`src/verilog/pdreg_pkg.sv`:
```
// Constants, field layouts and types shared by the diagnostic register bank.
// Assumes an APB master with 32-bit data and one 16-bit register per word.

package pdreg_pkg;

  // ****************************************************************
  // Register indices; byte address is four times the index.
  // ****************************************************************
  localparam int unsigned ADDR_W = 12;
  localparam logic [7:0] IDX_INT3 = 8'h18;
  localparam logic [7:0] IDX_BIST1 = 8'h1b;
  localparam logic [7:0] IDX_BIST2 = 8'h1c;
  localparam logic [7:0] IDX_REFL = 8'h1e;
  localparam logic [7:0] IDX_RSTC = 8'h1f;

  // ****************************************************************
  // Field positions.
  // ****************************************************************
  localparam int unsigned EVT_W = 3;
  localparam int unsigned EV_POR = 2;
  localparam int unsigned EV_NOF = 1;
  localparam int unsigned EV_LOWP = 0;
  localparam int unsigned ST_POR = 12;
  localparam int unsigned ST_NOF = 11;
  localparam int unsigned ST_LOWP = 8;
  localparam int unsigned EN_POR = 4;
  localparam int unsigned EN_NOF = 3;
  localparam int unsigned EN_LOWP = 0;
  localparam int unsigned ERR_HI = 15;
  localparam int unsigned ERR_LO = 8;
  localparam int unsigned LOCK_BIT = 15;
  localparam int unsigned IPG_HI = 7;
  localparam int unsigned PLEN_W = 11;
  localparam int unsigned GAP_W = 10;
  localparam int unsigned REFL_START = 15;
  localparam int unsigned REFL_DONE = 1;
  localparam int unsigned REFL_FAIL = 0;
  localparam int unsigned RST_HARD = 15;
  localparam int unsigned RST_SOFT = 14;
  localparam int unsigned RST_STBY = 7;

  // ****************************************************************
  // Reset values and limits.
  // ****************************************************************
  localparam logic [EVT_W-1:0] EN_RST = 3'h4;
  localparam logic [7:0] IPG_RST = 8'h7d;
  localparam logic [10:0] PLEN_RST = 11'h5ee;
  localparam logic [7:0] ERR_MAX = 8'hff;
  localparam logic [1:0] GAP_SHIFT_PAD = 2'h0;

  typedef enum logic [1:0] {
    BIST_IDLE,
    BIST_PKT,
    BIST_GAP
  } pdreg_bist_e;

endpackage
```
`src/verilog/pdreg_cnt_if.sv`:
```
// Interface between the register bank and its self-test error counter.
// Assumes both ends run on the same clock and clock enable.
`timescale 1ns/1ps

interface pdreg_cnt_if;
  logic err_byte;
  logic sat_mode;
  logic lock;
  logic clr;
  logic [7:0] locked;

  modport owner (
    output err_byte,
    output sat_mode,
    output lock,
    output clr,
    input locked
  );

  modport counter (
    input err_byte,
    input sat_mode,
    input lock,
    input clr,
    output locked
  );
endinterface

```
`src/verilog/pdreg_bank.sv`:
```
// Diagnostic register bank: event interrupts, self-test control, cable
// measurement control and PHY reset control, reached over APB.
// Assumes APB3 signalling on clk_in; event and result inputs are
// synchronous pulses or levels from the PHY core.
//
// Register access over APB is this design's own decision.
`timescale 1ns/1ps

module pdreg_bank (
  input wire logic clk_in,
  input wire logic nrst_in,
  input wire logic ce_in,
  input wire logic psel_in,
  input wire logic penable_in,
  input wire logic pwrite_in,
  input wire logic [pdreg_pkg::ADDR_W-1:0] paddr_in,
  input wire logic [31:0] pwdata_in,
  output logic [31:0] prdata_out,
  output logic pready_out,
  output logic pslverr_out,
  input wire logic por_done_in,
  input wire logic no_frame_in,
  input wire logic low_power_state_event_in,
  output logic irq_out,
  input wire logic prbs_err_byte_in,
  input wire logic err_wrap_mode_in,
  input wire logic bist_run_in,
  output logic bist_tx_en_out,
  output logic refl_start_out,
  input wire logic refl_done_in,
  input wire logic refl_fail_in,
  output logic phy_hard_reset_out,
  output logic phy_restart_out,
  output logic phy_standby_out
);
  import pdreg_pkg::*;

  // ****************************************************************
  // Helpers.
  // ****************************************************************
  function automatic logic idx_hit(input logic [ADDR_W-1:0] a,
                                   input logic [7:0] idx);
    idx_hit = (a == {2'h0, idx, 2'h0});
  endfunction

  function automatic logic [GAP_W-1:0] gap_bytes(input logic [7:0] ipg);
    gap_bytes = {ipg, GAP_SHIFT_PAD};
  endfunction

  // ****************************************************************
  // State.
  // ****************************************************************
  logic [EVT_W-1:0] st_r;
  logic [EVT_W-1:0] st_nxt;
  logic [EVT_W-1:0] en_r;
  logic [EVT_W-1:0] evt;
  logic [EVT_W-1:0] rd_cap_r;
  logic [7:0] ipg_r;
  logic [PLEN_W-1:0] plen_r;
  logic refl_run_r;
  logic refl_done_r;
  logic refl_fail_r;
  logic refl_start_r;
  logic hard_r;
  logic soft_r;
  logic stby_r;
  logic irq_r;
  logic pready_r;
  logic pslverr_r;
  logic [31:0] prdata_r;
  pdreg_bist_e bst_r;
  pdreg_bist_e bst_nxt;
  logic [PLEN_W-1:0] bcnt_r;
  logic [PLEN_W-1:0] bcnt_nxt;
  logic tx_en_r;
  pdreg_cnt_if cnt_if ();

  // ****************************************************************
  // Bus decode.
  // ****************************************************************
  wire setup = psel_in && !penable_in;
  wire acc = psel_in && penable_in && pready_r;
  wire wr = acc && pwrite_in;
  wire rd = acc && !pwrite_in;
  wire hit_int3 = idx_hit(paddr_in, IDX_INT3);
  wire hit_bist1 = idx_hit(paddr_in, IDX_BIST1);
  wire hit_bist2 = idx_hit(paddr_in, IDX_BIST2);
  wire hit_refl = idx_hit(paddr_in, IDX_REFL);
  wire hit_rstc = idx_hit(paddr_in, IDX_RSTC);
  wire hit_any = hit_int3 || hit_bist1 || hit_bist2 || hit_refl || hit_rstc;
  wire wr_int3 = wr && hit_int3;
  wire wr_bist1 = wr && hit_bist1;
  wire wr_bist2 = wr && hit_bist2;
  wire wr_refl = wr && hit_refl;
  wire wr_rstc = wr && hit_rstc;
  wire int_rdclr = rd && hit_int3;
  wire refl_go = wr_refl && pwdata_in[REFL_START] && !refl_run_r;
  // The hard reset bit returns every register here to its default.
  wire srst = hard_r;

  logic [15:0] int3_view;
  logic [15:0] bist1_view;
  logic [15:0] refl_view;
  logic [15:0] rstc_view;
  logic [15:0] rd_mux;

  always_comb begin
    int3_view = 16'h0000;
    int3_view[ST_POR] = st_r[EV_POR];
    int3_view[ST_NOF] = st_r[EV_NOF];
    int3_view[ST_LOWP] = st_r[EV_LOWP];
    int3_view[EN_POR] = en_r[EV_POR];
    int3_view[EN_NOF] = en_r[EV_NOF];
    int3_view[EN_LOWP] = en_r[EV_LOWP];
    bist1_view = {cnt_if.locked, ipg_r};
    refl_view = 16'h0000;
    refl_view[REFL_START] = refl_run_r;
    refl_view[REFL_DONE] = refl_done_r;
    refl_view[REFL_FAIL] = refl_fail_r;
    rstc_view = 16'h0000;
    rstc_view[RST_HARD] = hard_r;
    rstc_view[RST_SOFT] = soft_r;
    rstc_view[RST_STBY] = stby_r;
  end

  assign rd_mux = hit_int3 ? int3_view :
                  hit_bist1 ? bist1_view :
                  hit_bist2 ? {5'h00, plen_r} :
                  hit_refl ? refl_view :
                  hit_rstc ? rstc_view : 16'h0000;

  // ****************************************************************
  // APB slave: one wait-free access phase after every setup.
  // ****************************************************************
  always_ff @(posedge clk_in or negedge nrst_in) begin
    if (!nrst_in) begin
      pready_r <= 1'b0;
      pslverr_r <= 1'b0;
      prdata_r <= 32'h0000_0000;
      rd_cap_r <= '0;
    end else if (ce_in) begin
      pready_r <= setup;
      pslverr_r <= setup && !hit_any;
      if (setup) begin
        prdata_r <= {16'h0000, rd_mux};
        rd_cap_r <= st_r;
      end
    end
  end

  // ****************************************************************
  // Interrupt status and enables.
  // ****************************************************************
  assign evt = {por_done_in, no_frame_in, low_power_state_event_in};
  // Only bits the read actually returned are cleared, and a live event
  // overrides the clear, so nothing is lost between setup and access.
  assign st_nxt = (st_r & ~(int_rdclr ? rd_cap_r : '0)) | evt;

  always_ff @(posedge clk_in or negedge nrst_in) begin
    if (!nrst_in) begin
      st_r <= '0;
      en_r <= EN_RST;
      irq_r <= 1'b0;
    end else if (ce_in) begin
      if (srst) begin
        st_r <= '0;
        en_r <= EN_RST;
      end else begin
        st_r <= st_nxt;
        if (wr_int3) begin
          en_r <= {pwdata_in[EN_POR], pwdata_in[EN_NOF], pwdata_in[EN_LOWP]};
        end
      end
      irq_r <= |(st_r & en_r);
    end
  end

  // ****************************************************************
  // Self-test configuration and error counter.
  // ****************************************************************
  assign cnt_if.err_byte = prbs_err_byte_in;
  assign cnt_if.sat_mode = !err_wrap_mode_in;
  assign cnt_if.lock = wr_bist1 && pwdata_in[LOCK_BIT];
  assign cnt_if.clr = srst;

  pdreg_errcnt u_errcnt (
    .clk_in(clk_in),
    .nrst_in(nrst_in),
    .ce_in(ce_in),
    .cnt_io(cnt_if.counter)
  );

  always_ff @(posedge clk_in or negedge nrst_in) begin
    if (!nrst_in) begin
      ipg_r <= IPG_RST;
      plen_r <= PLEN_RST;
    end else if (ce_in) begin
      if (srst) begin
        ipg_r <= IPG_RST;
        plen_r <= PLEN_RST;
      end else begin
        if (wr_bist1) begin
          ipg_r <= pwdata_in[IPG_HI:0];
        end
        if (wr_bist2) begin
          plen_r <= pwdata_in[PLEN_W-1:0];
        end
      end
    end
  end

  // ****************************************************************
  // Self-test packet generator, one byte per enabled cycle.
  // ****************************************************************
  wire [GAP_W-1:0] gap_len = gap_bytes(ipg_r);
  wire pkt_last = (bcnt_r == plen_r - 11'h001);
  wire gap_last = (bcnt_r == {1'b0, gap_len} - 11'h001);
  wire to_pkt = (plen_r != 11'h000);

  always_comb begin
    bst_nxt = bst_r;
    bcnt_nxt = bcnt_r + 11'h001;
    unique case (bst_r)
      BIST_IDLE: begin
        bcnt_nxt = 11'h000;
        if (bist_run_in) begin
          bst_nxt = to_pkt ? BIST_PKT : BIST_GAP;
        end
      end
      BIST_PKT: begin
        if (pkt_last) begin
          bcnt_nxt = 11'h000;
          bst_nxt = (gap_len != 10'h000) ? BIST_GAP : BIST_PKT;
        end
      end
      BIST_GAP: begin
        if (gap_len == 10'h000 || gap_last) begin
          bcnt_nxt = 11'h000;
          bst_nxt = to_pkt ? BIST_PKT : BIST_GAP;
        end
      end
      default: bst_nxt = BIST_IDLE;
    endcase
    if (!bist_run_in || srst) begin
      bst_nxt = BIST_IDLE;
      bcnt_nxt = 11'h000;
    end
  end

  always_ff @(posedge clk_in or negedge nrst_in) begin
    if (!nrst_in) begin
      bst_r <= BIST_IDLE;
      bcnt_r <= 11'h000;
      tx_en_r <= 1'b0;
    end else if (ce_in) begin
      bst_r <= bst_nxt;
      bcnt_r <= bcnt_nxt;
      tx_en_r <= (bst_nxt == BIST_PKT);
    end
  end

  // ****************************************************************
  // Cable measurement control. A start while one runs is ignored.
  // ****************************************************************
  always_ff @(posedge clk_in or negedge nrst_in) begin
    if (!nrst_in) begin
      refl_run_r <= 1'b0;
      refl_done_r <= 1'b0;
      refl_fail_r <= 1'b0;
      refl_start_r <= 1'b0;
    end else if (ce_in) begin
      refl_start_r <= refl_go && !srst;
      if (srst) begin
        refl_run_r <= 1'b0;
        refl_done_r <= 1'b0;
        refl_fail_r <= 1'b0;
      end else if (refl_go) begin
        refl_run_r <= 1'b1;
        refl_done_r <= 1'b0;
        refl_fail_r <= 1'b0;
      end else if (refl_run_r && (refl_done_in || refl_fail_in)) begin
        refl_run_r <= 1'b0;
        refl_done_r <= refl_done_in;
        refl_fail_r <= refl_fail_in;
      end
    end
  end

  // ****************************************************************
  // PHY reset control; both reset bits are single-cycle pulses.
  // ****************************************************************
  always_ff @(posedge clk_in or negedge nrst_in) begin
    if (!nrst_in) begin
      hard_r <= 1'b0;
      soft_r <= 1'b0;
      stby_r <= 1'b0;
    end else if (ce_in) begin
      hard_r <= wr_rstc && pwdata_in[RST_HARD] && !hard_r;
      soft_r <= wr_rstc && pwdata_in[RST_SOFT] && !hard_r;
      if (srst) begin
        stby_r <= 1'b0;
      end else if (wr_rstc) begin
        stby_r <= pwdata_in[RST_STBY];
      end
    end
  end

  assign prdata_out = prdata_r;
  assign pready_out = pready_r;
  assign pslverr_out = pslverr_r;
  assign irq_out = irq_r;
  assign bist_tx_en_out = tx_en_r;
  assign refl_start_out = refl_start_r;
  assign phy_hard_reset_out = hard_r;
  assign phy_restart_out = soft_r;
  assign phy_standby_out = stby_r;

  // ****************************************************************
  // Checks.
  // ****************************************************************
  logic [PLEN_W-1:0] run_len_r;
  always_ff @(posedge clk_in or negedge nrst_in) begin
    if (!nrst_in) begin
      run_len_r <= 11'h000;
    end else if (ce_in) begin
      run_len_r <= tx_en_r ? run_len_r + 11'h001 : 11'h000;
    end
  end

  AST_POR_LATCH: assert property (@(posedge clk_in) disable iff (!nrst_in)
    ce_in && por_done_in && !srst |=> st_r[EV_POR])
    else $error("power-on-done event not latched");

  AST_NOF_HOLD: assert property (@(posedge clk_in) disable iff (!nrst_in)
    st_r[EV_NOF] && !(ce_in && (int_rdclr || srst)) |=> st_r[EV_NOF])
    else $error("no-frame status dropped without a read");

  AST_LOWP_RDCLR: assert property (@(posedge clk_in) disable iff (!nrst_in)
    ce_in && int_rdclr && rd_cap_r[EV_LOWP] && !low_power_state_event_in
    |=> !st_r[EV_LOWP])
    else $error("low-power status not cleared by read");

  AST_EN_DEFAULT: assert property (@(posedge clk_in)
    $rose(nrst_in) |-> en_r == EN_RST)
    else $error("interrupt enables not at default after reset");

  AST_IRQ: assert property (@(posedge clk_in) disable iff (!nrst_in)
    ce_in && (|(st_r & en_r)) |=> irq_out)
    else $error("interrupt output missing");

  AST_REFL_DONE: assert property (@(posedge clk_in) disable iff (!nrst_in)
    ce_in && refl_run_r && refl_done_in && !refl_go && !srst
    |=> !refl_run_r && refl_done_r)
    else $error("measurement done not reported");

  AST_REFL_START: assert property (@(posedge clk_in) disable iff (!nrst_in)
    ce_in && refl_go && !srst |=> refl_run_r && refl_start_out &&
    !refl_fail_r ##1 !refl_start_out)
    else $error("measurement start not one pulse");

  AST_PKT_LEN: assert property (@(posedge clk_in) disable iff (!nrst_in)
    $fell(tx_en_r) && $past(bist_run_in) && $stable(plen_r)
    |-> run_len_r == plen_r)
    else $error("generated packet length wrong");

  AST_HARD_RST: assert property (@(posedge clk_in) disable iff (!nrst_in)
    ce_in && wr_rstc && pwdata_in[RST_HARD] && !hard_r
    |=> phy_hard_reset_out ##1 (en_r == EN_RST && ipg_r == IPG_RST))
    else $error("hard reset bit did not reset registers");

  AST_SOFT_RST: assert property (@(posedge clk_in) disable iff (!nrst_in)
    ce_in && wr_rstc && pwdata_in[RST_SOFT] && !hard_r && !wr_bist2
    |=> phy_restart_out && $stable(plen_r))
    else $error("restart pulse missing or registers lost");

  AST_STANDBY: assert property (@(posedge clk_in) disable iff (!nrst_in)
    ce_in && wr_rstc && !srst |=> stby_r == $past(pwdata_in[RST_STBY]))
    else $error("standby bit not written");
endmodule

```
`src/verilog/pdreg_errcnt.sv`:
```
// Self-test errored-byte counter with a lock-and-clear snapshot.
// Assumes one error pulse per errored byte, synchronous to clk_in.
`timescale 1ns/1ps

module pdreg_errcnt (
  input wire logic clk_in,
  input wire logic nrst_in,
  input wire logic ce_in,
  pdreg_cnt_if.counter cnt_io
);
  import pdreg_pkg::*;

  logic [7:0] run_r;
  logic [7:0] run_nxt;
  logic [7:0] locked_r;
  logic [7:0] base;
  logic at_max;

  // A lock starts the new count from zero, so an error in that cycle counts.
  assign base = cnt_io.lock ? 8'h00 : run_r;
  assign at_max = cnt_io.sat_mode && (base == ERR_MAX);
  assign run_nxt = (cnt_io.err_byte && !at_max) ? base + 8'h01 : base;
  assign cnt_io.locked = locked_r;

  always_ff @(posedge clk_in or negedge nrst_in) begin
    if (!nrst_in) begin
      run_r <= 8'h00;
      locked_r <= 8'h00;
    end else if (ce_in) begin
      if (cnt_io.clr) begin
        run_r <= 8'h00;
        locked_r <= 8'h00;
      end else begin
        run_r <= run_nxt;
        if (cnt_io.lock) begin
          locked_r <= run_r;
        end
      end
    end
  end

  AST_ERR_COUNT: assert property (@(posedge clk_in) disable iff (!nrst_in)
    ce_in && cnt_io.err_byte && !cnt_io.lock && !cnt_io.clr &&
    run_r != ERR_MAX |=> run_r == $past(run_r) + 8'h01)
    else $error("error byte not counted");

  AST_LOCK_CLEAR: assert property (@(posedge clk_in) disable iff (!nrst_in)
    ce_in && cnt_io.lock && !cnt_io.clr |=>
    locked_r == $past(run_r) && run_r <= 8'h01)
    else $error("lock did not capture and clear");

  AST_SATURATE: assert property (@(posedge clk_in) disable iff (!nrst_in)
    ce_in && cnt_io.sat_mode && run_r == ERR_MAX && !cnt_io.lock &&
    !cnt_io.clr |=> run_r == ERR_MAX)
    else $error("counter left maximum in saturate mode");
endmodule

```
`config.mk`:
```
export PLATFORM = sky130hd
export DESIGN_NAME = pdreg_bank
export DESIGN_NICKNAME = d
export VERILOG_FILES = /design/src/verilog/pdreg_pkg.sv /design/src/verilog/pdreg_cnt_if.sv /design/src/verilog/pdreg_bank.sv /design/src/verilog/pdreg_errcnt.sv
export SDC_FILE = /design/constraint.sdc
export NUM_CORES = 1
export LEC_CHECK = 0
export ABC_AREA = 1
export BUFFER_PORTS_ARGS = -buffer_cell sky130_fd_sc_hd__clkbuf_2
export CORE_ASPECT_RATIO = 0.9
export CORE_UTILIZATION = 50
export DETAILED_ROUTE_END_ITERATION = 6
export PLACE_DENSITY = 0.73
export SKIP_LAST_GASP = 1
export SLEW_MARGIN = 5
export SYNTH_ARGS = -nofsm -noshare
export SYNTH_HDL_FRONTEND = slang
export SYNTH_SLANG_ARGS = --single-unit
```
`constraint.sdc`:
```
create_clock -name clk_in -period 2.3 [get_ports clk_in]
set_input_delay 0.23 -clock clk_in [delete_from_list [all_inputs] [get_ports clk_in]]
set_output_delay 0.23 -clock clk_in [all_outputs]
set_load 0.1 [all_outputs]
```
After elaboration in Yosys (flattened, before gate mapping)
Index checks and enable logic that the tools add are counted.
W data, S select, Z words.
{"block": "totals", "register_bits": 84, "input_bits": 58, "out_inout_bits": 40}
{"block": "op_classes", "add_sub_neg": 4, "eq_ne": 11, "mux": 40, "bitwise_logic": 4, "reduce_logical": 56}
{"op": "$mux W16", "count": 5}
{"op": "$eq A12 B7 Y1 const B", "count": 5}
{"op": "$mux W8", "count": 7}
{"op": "$mux W11", "count": 5}
{"op": "$pmux W11 S3", "count": 1}
{"op": "$logic_and A1 B1 Y1", "count": 23}
{"op": "$eq A11 B11 Y1", "count": 2}
{"op": "$reduce_and A2 Y1", "count": 7}
{"op": "$mux W2", "count": 6}
{"op": "$mux W3", "count": 4}
{"op": "$add A11 B1 Y11 const B", "count": 1}
{"op": "$mux W1", "count": 11}
{"op": "$reduce_bool A11 Y1", "count": 1}
{"op": "$sub A10 B1 Y11 const B", "count": 1}
{"op": "$sub A11 B1 Y11 const B", "count": 1}
{"op": "$logic_not A10 Y1", "count": 1}
{"op": "$reduce_bool A10 Y1", "count": 1}
{"op": "$reduce_bool A2 Y1", "count": 5}
{"op": "$add A8 B1 Y8 const B", "count": 1}
{"op": "$eq A8 B8 Y1 const B", "count": 1}
{"op": "$logic_not A1 Y1", "count": 8}
{"op": "$logic_or A1 B1 Y1", "count": 7}
{"op": "$and A3 B3 Y3", "count": 2}
{"op": "$pmux W2 S3", "count": 1}
{"op": "7 further kinds", "count": 8}

Longest topological paths before layout
{"block": "depth", "depth_word": 12, "mapped_depth": 16, "mapped_depth_nobuf": 16}

By module
A second synthesis with hierarchy kept.
{"block": "unflattened", "cells_unflattened": 714, "hier_area_um2": 5298.8}
{"module": "pdreg_bank", "n_inst": 1, "cells_each": 584, "area_each_um2": 4284.1, "seq_area_each_um2": 1720.4}
{"module": "pdreg_errcnt", "n_inst": 1, "cells_each": 130, "area_each_um2": 1014.7, "seq_area_each_um2": 400.4}

Least setup slack after synthesis
OpenSTA, ideal clock, no wires.
{"block": "synth_timing", "kind": "flip-flop to flip-flop", "startpoint": "reg pready_r (netlist: pready_out)", "endpoint": "reg u_errcnt.run_r[5]", "setup_ns": 0.118, "arrival_time_ns": 2.533, "t_required_ns": 2.182, "path_slack_ns": -0.351, "path_stages_with_launch": 15, "synth_period_minus_slack_ns": 2.651, "cell_sequence": "dfrtp_1 -> nand4_2 -> nor2_2 -> nand3_4 -> inv_2 -> nor2_1 -> ha_1 -> nand4_2 -> inv_2 -> nand2_2 -> nand2_4 -> inv_2 -> nand3b_1 -> nand3_1 -> nand2_1"}
{"block": "synth_via", "elab_chain_len": 11}
{"item": "start, declared", "line": "pdreg_bank.sv:68", "text": "logic pready_r;"}
{"item": "start signal, assigned", "line": "pdreg_bank.sv:142", "text": "pready_r <= setup;"}
{"item": "$logic_and A1 B1 Y1 *", "line": "pdreg_bank.sv:82", "text": "wire acc = psel_in && penable_in && pready_r;"}
{"item": "$logic_and A1 B1 Y1 *", "line": "pdreg_bank.sv:83", "text": "wire wr = acc && pwrite_in;"}
{"item": "$logic_and A1 B1 Y1 *", "line": "pdreg_bank.sv:92", "text": "wire wr_bist1 = wr && hit_bist1;"}
{"item": "$logic_and A1 B1 Y1 *", "line": "pdreg_bank.sv:183", "text": "assign cnt_if.lock = wr_bist1 && pwdata_in[LOCK_BIT];"}
{"item": "$mux W8 *", "line": "pdreg_errcnt.sv:20", "text": "assign base = cnt_io.lock ? 8'h00 : run_r;"}
{"item": "parallel branches: the longest is 4 deep, another holds $add A8 B1 Y8"}
{"item": "$mux W8 *", "line": "pdreg_errcnt.sv:22", "text": "assign run_nxt = (cnt_io.err_byte && !at_max) ? base + 8'h01 : base;"}
{"item": "$mux W8 *", "line": "pdreg_errcnt.sv:30", "text": "if (cnt_io.clr) begin"}
{"item": "end signal, assigned", "line": "pdreg_errcnt.sv:34", "text": "run_r <= run_nxt;"}
{"item": "end, declared", "line": "pdreg_errcnt.sv:13", "text": "logic [7:0] run_r;"}
Every way passes the cells marked *.
A chain may end at the register's enable or synchronous reset.

Worst setup path after layout
{"block": "layout_timing", "startpoint": "reg plen_r[1]", "endpoint": "reg bcnt_r[7]"}
{"block": "layout_via", "elab_chain_len": 5}
{"item": "start, declared", "line": "pdreg_bank.sv:59", "text": "logic [PLEN_W-1:0] plen_r;"}
{"item": "start signal, assigned", "line": "pdreg_bank.sv:206", "text": "plen_r <= pwdata_in[PLEN_W-1:0];"}
{"item": "$sub A11 B1 Y11", "line": "pdreg_bank.sv:216", "text": "wire pkt_last = (bcnt_r == plen_r - 11'h001);"}
{"item": "$eq A11 B11 Y1", "line": "pdreg_bank.sv:216"}
{"item": "$mux W11", "line": "pdreg_bank.sv:231", "text": "if (pkt_last) begin"}
{"item": "$pmux W11 S3", "line": "pdreg_bank.sv:223", "text": "unique case (bst_r)"}
{"item": "$mux W11", "line": "pdreg_bank.sv:244", "text": "if (!bist_run_in || srst) begin"}
{"item": "end signal, assigned", "line": "pdreg_bank.sv:257", "text": "bcnt_r <= bcnt_nxt;"}
{"item": "end, declared", "line": "pdreg_bank.sv:73", "text": "logic [PLEN_W-1:0] bcnt_r;"}
No other way between the ends.

==> reports/metrics.sh <==
WL_UM=14230
PWR_DENSITY_CELL_nW_PER_UM2=700.8
WP_DEPTH=15
AVGROUTEDWIREPERCELL_UM=16.07
CLOCK_PATH_BUFFERS=2
CLK_PIN_SLEW_WORST_PATHS_NS=0.07
STDCELL_AREA_UM2=6051
CTS.HTREE.LEVELS=3
VIASPERCELL=5.602
INTERNAL_REG_TO_REG_SETUP_SLACK_NS=0.11
TIMING.CRITICAL_PATH.FANOUT_MAX=5
CRITPATHCAPTURE='bcnt_r[7]'
BUFFERING_STAGE_COUNT_ON_THE_WORST_PATH_WITH_INVERTERS_INCLUDED=2
DIE_H_UM=98.83
WORSTHOLDPATHTYPE='input port to flop'
TIMING.FINAL.CRIT_PERIOD_NS=2.187
CP_DATA_REQUIRED_TIME_NS=2.52
WORST-ENDPOINT-ARRIVAL_NS=2.41
GPL.FINAL_WEIGHTED_CONGESTION=0.9391
TRITONCTS='built'
CLOCK_SKEW_NS=0.01043
DIE_AREA_UM2=10830
YOSYS.CELL_TYPES.COUNT=50
OUTCOME='completed'
FLOORPLAN.INITIALDENSITY_PCT=52.55
FINAL-INSTANCE-COUNT-EXCL-FILL=885
DP_WORST_SETUP_SLACK_NS=0.1303
YS_SEQ_ELEMENTS=84
POST_ROUTE_ANTENNA_NET_VIOLATION_COUNT=0
DETAIL_ROUTE.DRC_VIOLATIONS=0
ANTENNA_CELLS=0
ANTENNA_FOUND_INITIAL=0
WORSTREGTOREGCELLS=15
IO_PINS=98
SYNTH_TOP_CELLS_BY_COUNT='sky130_fd_sc_hd__nand2_1, sky130_fd_sc_hd__inv_1, sky130_fd_sc_hd__dfrtp_1, sky130_fd_sc_hd__nor2_1, sky130_fd_sc_hd__nand3_1'
PLACE_HPWL_UM=10530
REPORT.FINAL.SETUP_VIOL=0
VIA_COUNT_OF_THE_FIRST_GLOBAL_ROUTING_PASS=4828
SYNTH.TOP_CELLS.BY_AREA='sky130_fd_sc_hd__dfrtp_1, sky130_fd_sc_hd__nand2_1, sky130_fd_sc_hd__dfstp_2'
CP_SLOWEST_CELL='sky130_fd_sc_hd__dfstp_2'
PORT_BUFFERS=62
SYN_AREA_UM2=5209
WORSTPATHCELLLIST='inv_4 > ha_4 > inv_2 > nand2_1 > nand2_1 > nor2_1 > nand3_1 > nor2_1 > nand3_1 > nor2_2 > nand2_2 > nand2_2 > nand3_4 > nand2_8 > o21ai_2'
NUMBER_OF_STANDARD_CELLS_AFTER_SYNTHESIS=678
DETAILED_PLACE.AREA_UM2=5665
SYNTH.YOSYS.SEQ_AREA_SHARE_PCT=40.72
DR.FIRST_ITER.DRC_COUNT=433
VDD_DROP_MAX_mV=0.4684
GRT_MAX_DEGREE=46
SYNTHESIS.YOSYS.WARNINGS=0
RSZ0062_AT_GRT='true'
FP.COREAREA_UM2=9912
SYNTH_EDF_COUNT=0
WORSTMARGINPINSLEW_NS=0.6045
TIMING.FINAL.WS_SETUP_NS=0.1125
DIE_X_UM=109.6
MAX_CAP_VIOL_COUNT=0
GRT.OVERFLOW.TOTAL=0
WIRE_LENGTH_OF_THE_FIRST_GLOBAL_ROUTING_PASS_UM=23220
DETAIL_ROUTE.FIRST_PASS.ITERATIONS=5
PLACEMENT_ROW_COUNT=34
POWER.TOTAL_uW=4240
DR_TOTAL_VIAS=4958
POSTSYNTHAREAPERCELL_UM2=7.683
SLOWEST_DELAY_NS=0.58
GRT_RESOURCE_USAGE_TOTAL_PCT=27.77
CTS.SINKS=84
CPLARGESTDELAYFAMILY='simple AND/OR/NAND/NOR gates'
DP.CELLS=865
CTS_INSERTED_BUFFERS=9
WORSTREG2REGSTART='plen_r[1]'
START_KIND='flop'
CRITICAL_REGISTER_TO_REGISTER_PATH_ENDPOINT='bcnt_r[7]'
POWER_LEAKAGE_uW=0.002967
SYNTH_AREA_LEADER_CELL='sky130_fd_sc_hd__dfrtp_1'
TOP_AREA_CELL_TYPE_SHARE_OF_THE_NETLIST_AREA_PCT=33.15
LAYOUT-DRIVE-GT1-SHARE_PCT=23.58
WORST_SKEW_PAIR.LATE_LATENCY_NS=0.34
RELSLEWSLACK_PCT=59.70
CP-STARTPOINT='plen_r[1]'
CRITICAL_PATH.ENDPOINT_TYPE='flop'
FINAL_MAX_SLEW_VIOL_COUNT=0
YOSYS.CELL_COUNT.TOP_TYPE='sky130_fd_sc_hd__nand2_1'
NNETSFINAL=817
YOSYS_MOST_USED_DFF='sky130_fd_sc_hd__dfrtp_1'
TIMING_HOLD_VIOLATIONS_FINAL=0
ASYNCSETRESETFLOPFRACSYNTH_PCT=100.0
PERIOD_UTILISATION_LAYOUT_PCT=95.11
TIMING.SETUP.CRITICAL_PATH_CLASS='flop to flop'
MAXCLOCKFREQUENCY_GHz=0.4571
AREA.GROWTH.SYNTH_TO_FINAL_PCT=16.17
FINAL_CORE_UTILIZATION_PCT=61.05
CLOCK_TREE.ROOT_CELL='sky130_fd_sc_hd__clkbuf_16'
-- tightest hold or removal path, delay by kind of cell --
family	cells	cell delay [ns]
buf+inv	2	0.15
compound gates	1	0.07
-- how the worst min path moves through the flow --
stage	slack, ns	end	cells after the start	start
after detailed placement	0.27	u_errcnt.run_r[6]	1	nrst_in
after global placement	0.27	u_errcnt.run_r[6]	1	nrst_in
after CTS	0.10	ipg_r[2]	3	pwdata_in[2]
final	0.10	ipg_r[2]	3	pwdata_in[2]
after global routing	0.11	ipg_r[2]	3	pwdata_in[2]
after floorplan	-0.07	bcnt_r[0]	0	nrst_in
-- flip-flops by register name, summed over array words and instances, names as in the netlist --
| register | count |
|---|---|
| u_errcnt.cnt_io.locked | 8 |
| ipg_r | 8 |
| refl_start_out | 1 |
| irq_out | 1 |
| u_errcnt.run_r | 8 |
| phy_hard_reset_out | 1 |
| refl_fail_r | 1 |
| pslverr_out | 1 |
| refl_done_r | 1 |
| phy_standby_out | 1 |
| prdata_out | 16 |
| plen_r | 11 |
| phy_restart_out | 1 |
| pready_out | 1 |
| en_r | 3 |
| rd_cap_r | 3 |
| bcnt_r | 11 |
| bist_tx_en_out | 1 |
| refl_run_r | 1 |
| bst_r | 2 |
| st_r | 3 |
-- stage by stage --
step	TNS (ns)	hold slack [ns]
floorplan	0	-0.06559
global placement	0	0.2655
detailed placement	0	0.2732
CTS	0	0.1010
global route	-0.6022	0.1106
finish	0	0.1026
-- area by class of cell --
cell class                      count  area, um2
Fill cell                         888       3861
Clock buffer                       11      232.7
Inverter                          104      394.1
Sequential cell                    84       2125
Timing Repair Buffer               78      447.9
Tap cell                          126      157.7
Multi-Input combinational cell    477       2618
Clock inverter                      5      76.32
-- cells by family (layout without fill, tap and decap cells) --
kind of cell	after synthesis	in the layout	synth area share, %
AOI/OAI and AO/OA	124	124	14.92
xor gates and xnor gates	19	19	3.459
adders and majority gates	5	5	1.201
buffers and inverters	133	198	11.05
DFF	84	84	40.72
other	1	16	0.07199
and+or+nand+nor	312	313	28.59
-- repair_timing --
| action | 4_1_cts | 5_1_grt |
|---|---|---|
| resized for setup | 0 | 9 |
| hold buffers | 1 | 0 |
| buffers inserted | 0 | 2 |
| endpoints found under the setup margin | 0 | 20 |
| endpoints found under the hold margin | 43 | 0 |
-- power breakdown --
group	leakage, uW	switching [uW]	total, uW	internal, uW
Sequential	0.00106	121	1760	1630
Combinational	0.00176	680	939	259
Clock	0.000147	599	1550	947
Total	0.00297	1400	4240	2840
-- metal layers --
| metal | track usage, % | wire length [um] | up-vias |
|---|---|---|---|
| met3 | 5.423 | 1026 | 39 |
| met2 | 44.41 | 6725 | 197 |
| li1 | - | - | 2333 |
| met4 | 9.744 | 396 | 0 |
| met1 | 37.49 | 6076 | 2389 |
| met5 | 0 | 0 | - |
-- placed cells by master (no fill, tap or decap), drive strengths merged, types with 2 or more instances in the layout --
| cell type | count |
|---|---|
| nand3b | 3 |
| o211ai | 3 |
| xor2 | 9 |
| dfrtp | 69 |
| o21ai | 67 |
| o22a | 4 |
| nor2 | 76 |
| nand3 | 52 |
| ha | 5 |
| clkinv | 6 |
| conb | 16 |
| or2 | 2 |
| xnor2 | 9 |
| buf | 16 |
| nand2 | 155 |
| clkbuf | 72 |
| nor4 | 3 |
| inv | 100 |
| dfstp | 15 |
| bufinv | 2 |
| a221oi | 5 |
| o22ai | 20 |
| a21oi | 22 |
| nand4 | 13 |
| nor3 | 7 |
Note: power is estimated with default switching activity, not from simulation.
